===== src/core/ssi_pkg.sv =====
// package of constants for the serial select and scan interface
// Functional notes
// - qualifier low means data, high means address
// - select low routes stream to controller
// - shift serial input bits on serial clock
// - scan clock pulse advances output source counter
// - drive return line only at route option 1
// - counter selects four channels or temperature sensor
// - counter increments on scan clock rising edge
// - serial bits captured on serial clock rising edge
// - return 32-bit identity, then zeros until deselect
package ssi_pkg;
	// ****************************************
	// widths and reset values
	// ****************************************
	localparam int SSI_CFG_W = 16;
	localparam int SSI_ID_W = 32;
	localparam int SSI_SRC_W = 3;
	localparam logic [SSI_SRC_W-1:0] SSI_SRC_FIRST = 3'h0;
	localparam logic [SSI_SRC_W-1:0] SSI_SRC_LAST = 3'h4;
	localparam logic [SSI_CFG_W-1:0] SSI_CFG_RST = 16'h0000;
	localparam logic [5:0] SSI_BIT_CNT_RST = 6'h00;
	localparam logic [5:0] SSI_ID_BITS = 6'h20;
	// value is arbitrary
	localparam logic [SSI_ID_W-1:0] SSI_ID_DEFAULT = 32'h0000_5a11;
	// output sources
	typedef enum logic [SSI_SRC_W-1:0] {
		SSI_SRC_CH0 = 3'h0,
		SSI_SRC_CH1 = 3'h1,
		SSI_SRC_CH2 = 3'h2,
		SSI_SRC_CH3 = 3'h3,
		SSI_SRC_TEMP = 3'h4
	} ssi_src_t;
endpackage : ssi_pkg


===== src/core/ssi_top.sv =====
// device end of the serial select and scan interface
module ssi_top (
	input wire logic ref_clk_i,
	input wire logic rst_b_i,
	input wire logic serial_in_line_i,
	input wire logic serial_shift_clock_i,
	input wire logic data_address_qualifier_i,
	input wire logic controller_select_n_i,
	input wire logic module_select_n_i,
	input wire logic scan_advance_clock_i,
	input wire logic scanning_i,
	input wire logic output_route_option_i,
	input wire logic [ssi_pkg::SSI_ID_W-1:0] module_id_i,
	output logic serial_out_line_o,
	output logic serial_out_line_oe_n_o,
	output logic [ssi_pkg::SSI_CFG_W-1:0] config_o,
	output logic config_strobe_o,
	output logic [ssi_pkg::SSI_SRC_W-1:0] output_source_counter_o
);
	import ssi_pkg::*;

	// ****************************************
	// input synchronisers
	// ****************************************
	logic sclk_rise;
	logic scan_rise;
	logic din_s;
	logic qual_s;
	logic csel_n_s;
	logic msel_n_s;
	logic scanning_s;
	logic route_s;
	logic msel_n_prev;

	ssi_edge_sync u_sclk (
		.ref_clk_i(ref_clk_i),
		.rst_b_i(rst_b_i),
		.async_i(serial_shift_clock_i),
		.level_o(),
		.rise_o(sclk_rise)
	);
	ssi_edge_sync u_scan (
		.ref_clk_i(ref_clk_i),
		.rst_b_i(rst_b_i),
		.async_i(scan_advance_clock_i),
		.level_o(),
		.rise_o(scan_rise)
	);
	ssi_edge_sync u_din (
		.ref_clk_i(ref_clk_i),
		.rst_b_i(rst_b_i),
		.async_i(serial_in_line_i),
		.level_o(din_s),
		.rise_o()
	);
	ssi_edge_sync u_qual (
		.ref_clk_i(ref_clk_i),
		.rst_b_i(rst_b_i),
		.async_i(data_address_qualifier_i),
		.level_o(qual_s),
		.rise_o()
	);
	ssi_edge_sync u_csel (
		.ref_clk_i(ref_clk_i),
		.rst_b_i(rst_b_i),
		.async_i(controller_select_n_i),
		.level_o(csel_n_s),
		.rise_o()
	);
	ssi_edge_sync u_msel (
		.ref_clk_i(ref_clk_i),
		.rst_b_i(rst_b_i),
		.async_i(module_select_n_i),
		.level_o(msel_n_s),
		.rise_o()
	);
	ssi_edge_sync u_scng (
		.ref_clk_i(ref_clk_i),
		.rst_b_i(rst_b_i),
		.async_i(scanning_i),
		.level_o(scanning_s),
		.rise_o()
	);
	ssi_edge_sync u_route (
		.ref_clk_i(ref_clk_i),
		.rst_b_i(rst_b_i),
		.async_i(output_route_option_i),
		.level_o(route_s),
		.rise_o()
	);

	// ****************************************
	// identity value synchroniser
	// ****************************************
	// static strap, so a bitwise two-flop copy is coherent once settled
	logic [SSI_ID_W-1:0] id_meta;
	logic [SSI_ID_W-1:0] id_sync;
	always_ff @(posedge ref_clk_i or negedge rst_b_i) begin
		if (!rst_b_i) begin
			id_meta <= SSI_ID_DEFAULT;
			id_sync <= SSI_ID_DEFAULT;
		end else begin
			id_meta <= module_id_i;
			id_sync <= id_meta;
		end
	end

	// ****************************************
	// stream qualification
	// ****************************************
	// stream belongs to this module only when selected and not routed to controller
	logic mod_active;
	logic data_bit;
	logic addr_bit;
	logic deselect;
	assign mod_active = ~msel_n_s & csel_n_s;
	assign data_bit = mod_active & sclk_rise & ~qual_s;
	assign addr_bit = mod_active & sclk_rise & qual_s;
	assign deselect = msel_n_s & ~msel_n_prev;

	always_ff @(posedge ref_clk_i or negedge rst_b_i) begin
		if (!rst_b_i) begin
			msel_n_prev <= 1'h1;
		end else begin
			msel_n_prev <= msel_n_s;
		end
	end

	// ****************************************
	// configuration shifter
	// ****************************************
	logic [SSI_CFG_W-1:0] cfg_shift;
	logic wrote;
	// data bits only; address bits never touch the word
	always_ff @(posedge ref_clk_i or negedge rst_b_i) begin
		if (!rst_b_i) begin
			cfg_shift <= SSI_CFG_RST;
		end else if (data_bit) begin
			cfg_shift <= {cfg_shift[SSI_CFG_W-2:0], din_s};
		end
	end

	// a pure identity read must not latch a stale word
	always_ff @(posedge ref_clk_i or negedge rst_b_i) begin
		if (!rst_b_i) begin
			wrote <= 1'h0;
		end else if (data_bit) begin
			wrote <= 1'h1;
		end else if (deselect) begin
			wrote <= 1'h0;
		end
	end

	// latch on deselect; a partial word keeps the last bits shifted
	always_ff @(posedge ref_clk_i or negedge rst_b_i) begin
		if (!rst_b_i) begin
			config_o <= SSI_CFG_RST;
		end else if (deselect && wrote) begin
			config_o <= cfg_shift;
		end
	end

	always_ff @(posedge ref_clk_i or negedge rst_b_i) begin
		if (!rst_b_i) begin
			config_strobe_o <= 1'h0;
		end else begin
			config_strobe_o <= deselect & wrote;
		end
	end

	// ****************************************
	// identity shifter
	// ****************************************
	logic [SSI_ID_W-1:0] id_shift;
	logic [5:0] id_cnt;
	// zeros fill in behind the value, so the line reads low once it is spent
	always_ff @(posedge ref_clk_i or negedge rst_b_i) begin
		if (!rst_b_i) begin
			id_shift <= '0;
		end else if (msel_n_s) begin
			id_shift <= id_sync;
		end else if (addr_bit && id_cnt != SSI_ID_BITS) begin
			id_shift <= {id_shift[SSI_ID_W-2:0], 1'h0};
		end
	end

	// counter stops at the word length instead of wrapping into a second read
	always_ff @(posedge ref_clk_i or negedge rst_b_i) begin
		if (!rst_b_i) begin
			id_cnt <= SSI_BIT_CNT_RST;
		end else if (msel_n_s) begin
			id_cnt <= SSI_BIT_CNT_RST;
		end else if (addr_bit && id_cnt != SSI_ID_BITS) begin
			id_cnt <= id_cnt + 6'h01;
		end
	end

	// ****************************************
	// return line
	// ****************************************
	// msb stands before first clock; zeros after 32 bits come from the shifted-in fill
	always_ff @(posedge ref_clk_i or negedge rst_b_i) begin
		if (!rst_b_i) begin
			serial_out_line_o <= 1'h0;
		end else begin
			serial_out_line_o <= id_shift[SSI_ID_W-1];
		end
	end

	// released unless routed at position 1 and this module owns the stream
	always_ff @(posedge ref_clk_i or negedge rst_b_i) begin
		if (!rst_b_i) begin
			serial_out_line_oe_n_o <= 1'h1;
		end else begin
			serial_out_line_oe_n_o <= ~(route_s & mod_active);
		end
	end

	// ****************************************
	// output source counter
	// ****************************************
	always_ff @(posedge ref_clk_i or negedge rst_b_i) begin
		if (!rst_b_i) begin
			output_source_counter_o <= SSI_SRC_FIRST;
		end else if (scanning_s && scan_rise) begin
			if (output_source_counter_o == SSI_SRC_LAST) begin
				output_source_counter_o <= SSI_SRC_FIRST;
			end else begin
				output_source_counter_o <= output_source_counter_o + 3'h1;
			end
		end
	end
endmodule : ssi_top


===== src/core/ssi_edge_sync.sv =====
// two-flop synchroniser with rising edge pulse
module ssi_edge_sync (
	input wire logic ref_clk_i,
	input wire logic rst_b_i,
	input wire logic async_i,
	output logic level_o,
	output logic rise_o
);
	logic meta;
	logic sync;
	logic prev;
	// meta is read only by sync
	always_ff @(posedge ref_clk_i or negedge rst_b_i) begin
		if (!rst_b_i) begin
			meta <= 1'h1;
			sync <= 1'h1;
			prev <= 1'h1;
		end else begin
			meta <= async_i;
			sync <= meta;
			prev <= sync;
		end
	end
	assign level_o = sync;
	assign rise_o = sync & ~prev;
endmodule : ssi_edge_sync


===== config.mk =====
export PLATFORM = sky130hd
export DESIGN_NAME = ssi_top
export DESIGN_NICKNAME = d
export VERILOG_FILES = /design/src/core/ssi_pkg.sv /design/src/core/ssi_top.sv /design/src/core/ssi_edge_sync.sv
export SDC_FILE = /design/constraint.sdc
export NUM_CORES = 1
export LEC_CHECK = 0
export BUFFER_PORTS_ARGS = -buffer_cell sky130_fd_sc_hd__buf_2
export CORE_AREA = 5 5 117 119
export DETAILED_ROUTE_END_ITERATION = 8
export DIE_AREA = 0 0 122 124
export PLACE_DENSITY = 0.63
export SLEW_MARGIN = 10
export SYNTH_ARGS = -nofsm -noshare
export SYNTH_HDL_FRONTEND = slang
export SYNTH_SLANG_ARGS = --single-unit

===== constraint.sdc =====
create_clock -name ref_clk_i -period 2.35 [get_ports ref_clk_i]
set_input_delay 0 -clock ref_clk_i [delete_from_list [all_inputs] [get_ports ref_clk_i]]
set_output_delay 0 -clock ref_clk_i [all_outputs]
set_load 0.03 [all_outputs]

==> out/metrics.csv <==
stage,metric,value,unit
outcome,status,completed,
drt,DRT iter0 DRCs,258,
cells_and_area,layout cell share with drive strength beyond 1,34.9,%
clock_tree,CTS H-tree lvls,4,
sta,fmax,0.560,GHz
synth,syn avg cell area,15.4,um2
drt,drt pass-1 iters,8,
cells_and_area,Area Overhead vs Synth,27.2,%
flow_run,Max-Cap Viols,0,
drt,Vias,3092,
synth,syn_nets,403,
synth,synth top area cells,"dfrtp_1 58%, dfstp_2 15%, a221o_1 5.4%, nand2_1 3.6%, mux2_2 3.5%",
sta,final period utilization,76.0,%
cells_and_area,Antenna Cells,0,
die,core area,12500,um2
worst_setup_path,CP arrival,2.08,ns
global_routing,largest net degree at the start of global routing,80,
drt,Post-DRT Antenna Nets,0,
power,Pwr Density,891,nW/um2
die,# rows,41,
drt,Post-Route WL,9.03,mm
global_routing,initial antenna violation count,0,
worst_setup_path,R2R Setup Slk,0.56,ns
sta,unrepaired setup endpoints after global routing,no,
power,leak pwr,3.28,nW
synth,Synth Register Bits,160,
clock_tree,CTS buffer count,17,
worst_setup_path,worst r2r src,id_cnt[0],
synth,top-area cell type share of the netlist area,58.1,%
cells_and_area,nets,515,
die,die width,122,um
sta,Final Hold Viols,0,
drt,DRC errors left,0,
synth,ys flop type,dfrtp_1,
worst_setup_path,Worst R2R End,id_shift[10],
synth,"FFs w/ async S/R, synth",100,%
sta,Worst Max-Slew Pin Slew,0.702,ns
clock_tree,clock latency on the worst-skew pair,0.42,ns
placed_design,HPWL after detailed placement,5.33,mm
die,Initial Util,44.2,%
worst_setup_path,CP Class,flip-flop to flip-flop,
clock_tree,TritonCTS clock tree,yes,
sta,count of final max-slew check failures,0,
clock_tree,clock sinks,160,
worst_setup_path,Critical Path RT,2.64,ns
synth,post-synthesis cell area,5510,um2
synth,warnings from Yosys,0,
placed_design,input/output buffers,63,
die,Boundary Pins,64,
sta,clock skew,0.0101,ns
worst_setup_path,Crit Path Max Fanout,65,
clock_tree,Root Driver,clkbuf_16,
worst_setup_path,R2R depth,7,
clock_tree,deepest clock path buffer count,2,
power,VDD IR max,0.471,mV
global_routing,vias in the first global route,3250,
synth,Synth cell types,35,
worst_setup_path,CP Launch Type,flip-flop,
hold_path,worst hold path class,input pin to asynchronous set/reset pin,
sta,Worst slew margin,53.2,%
placed_design,gp weighted congestion,0.732,
global_routing,first-pass GRT wire length,15.4,mm
synth,Mapped Cells,357,
synth,Yosys top cell by area,dfrtp_1,
drt,drt wl/cell,13.8,um
global_routing,GRT Util Overall,13.3,%
clock_tree,Worst-path clk slew,0.06,ns
power,Power Total,6.25,mW
synth,Post-synth EDFFs,0,
die,Chip Height,124,um
sta,fin crit period,1.79,ns
sta,setup TNS,0,ns
drt,Vias/cell,4.73,
synth,post-synthesis sequential area ratio,73.4,%
global_routing,global route overflow,0,
sta,final setup vio count,0,
worst_setup_path,nature of the critical path endpoint,flip-flop,
die,Die Footprint,15100,um2
-- worst max-delay path, stage by stage, from the launching register on --
cell	delay [ns]
dfrtp_1	0.41
inv_1	0.06
ha_1	0.20
nand4bb_1	0.14
o211a_4	0.18
buf_12	0.27
nor3b_1	0.09
a221o_1	0.28
-- layout by cell type (no fill, tap or decap), types with 2 or more instances in the layout --
master	n
dfrtp_1	128
buf_2	62
nand2_1	53
dlygate4sd3_1	41
dfstp_2	32
a221o_1	30
clkbuf_16	20
mux2_2	17
nor3b_2	15
nor3b_1	15
nor2_1	6
buf_4	6
inv_1	5
ha_1	4
clkinv_4	4
nand3b_1	3
nand2b_1	3
o21ai_0	3
inv_4	3
a21o_1	2
and2_1	2
nand4_1	2
xor2_1	2
nand3_1	2
or3_1	2
a21oi_1	2
clkinv_2	2
buf_12	2
-- synth_stat cells (all sizes together), types with 2 or more instances --
cell    number
nand3b       3
nand4        2
o21ai        3
a221o       30
nor2         6
ha           4
a21o         2
xor2         2
dfstp       32
or3          2
clkbuf       6
nand2b       3
mux2        17
dfrtp      128
buf         13
nand2       53
nand3        2
and2         2
a21oi        2
inv          5
nor3b       30
-- kinds of logic after synthesis --
logic type,Yosys count,synth area share (%)
adder cells (fa/ha/maj),4,0.908
multiplexers,18,3.65
flip-flops,160,73.4
XOR/XNOR,3,0.477
AO/OA/AOI/OAI,40,6.79
buffers and inverters,25,3.02
AND/OR/NAND/NOR,107,11.8
-- repair_timing --
action | CTS | global route
gates resized for setup | 0 | 0
hold buffers | 41 | 0
hold endpoints to repair | 95 | 0
setup buffers | 0 | 0
-- sequential cells by signal (all words and copies together), names as in the netlist, 3 cells and up --
name and cells:
id_meta 32, id_shift 32, id_sync 32, cfg_shift 16, config_o 16, id_cnt 6
output_source_counter_o 3
-- power by group --
group          internal [mW]  switching (mW)  total [mW]  leakage [nW]
Sequential              2.95          0.0910        3.04          1.93
Clock                   1.68            1.06        2.74         0.307
Combinational          0.223           0.244       0.466          1.04
Total                   4.86            1.39        6.25          3.28
-- layer usage --
metal	share of wire (%)	vias up	global-route usage (%)
li1	-	1464	-
met1	47	1530	17.5
met2	47	76	20.2
met3	4.2	22	3.68
met4	2.4	0	7.14
met5	0	-	0
-- how the worst max path moves through the flow --
stage / start / end / slack [ns] / cells past startpoint
finish: id_cnt[0] / id_shift[10] / 0.56 / 7
global placement: u_msel.level_o / config_o[13] / 0.57 / 6
detailed placement: u_msel.level_o / config_o[7] / 0.53 / 6
global route: u_msel.level_o / config_o[9] / 0.37 / 6
floorplan: u_csel.level_o / cfg_shift[10] / 0.68 / 5
CTS: u_msel.level_o / config_o[7] / 0.52 / 6
-- cell type report --
class	count	area [um2]
timing repair buffer	112	817
clock inverter	10	93.8
tap	172	215
fill	1009	5450
clock buffer	22	518
multi-input combinational	172	1300
sequential	160	4040
inverter	6	22.5
-- per-stage QoR --
stage	instance area (um2)	cells	util [%]	setup slack [ns]	hold WS (ns)
floorplan	5510	357	-	0.676	-0.296
global placement	5990	581	48.1	0.574	0.0820
detailed placement	5990	581	48.1	0.528	0.0826
CTS	7010	654	56.3	0.522	0.189
global route	7010	654	56.3	0.371	0.213
finish	7010	654	56.3	0.564	0.193
Note: power is estimated with default switching activity, not from simulation.
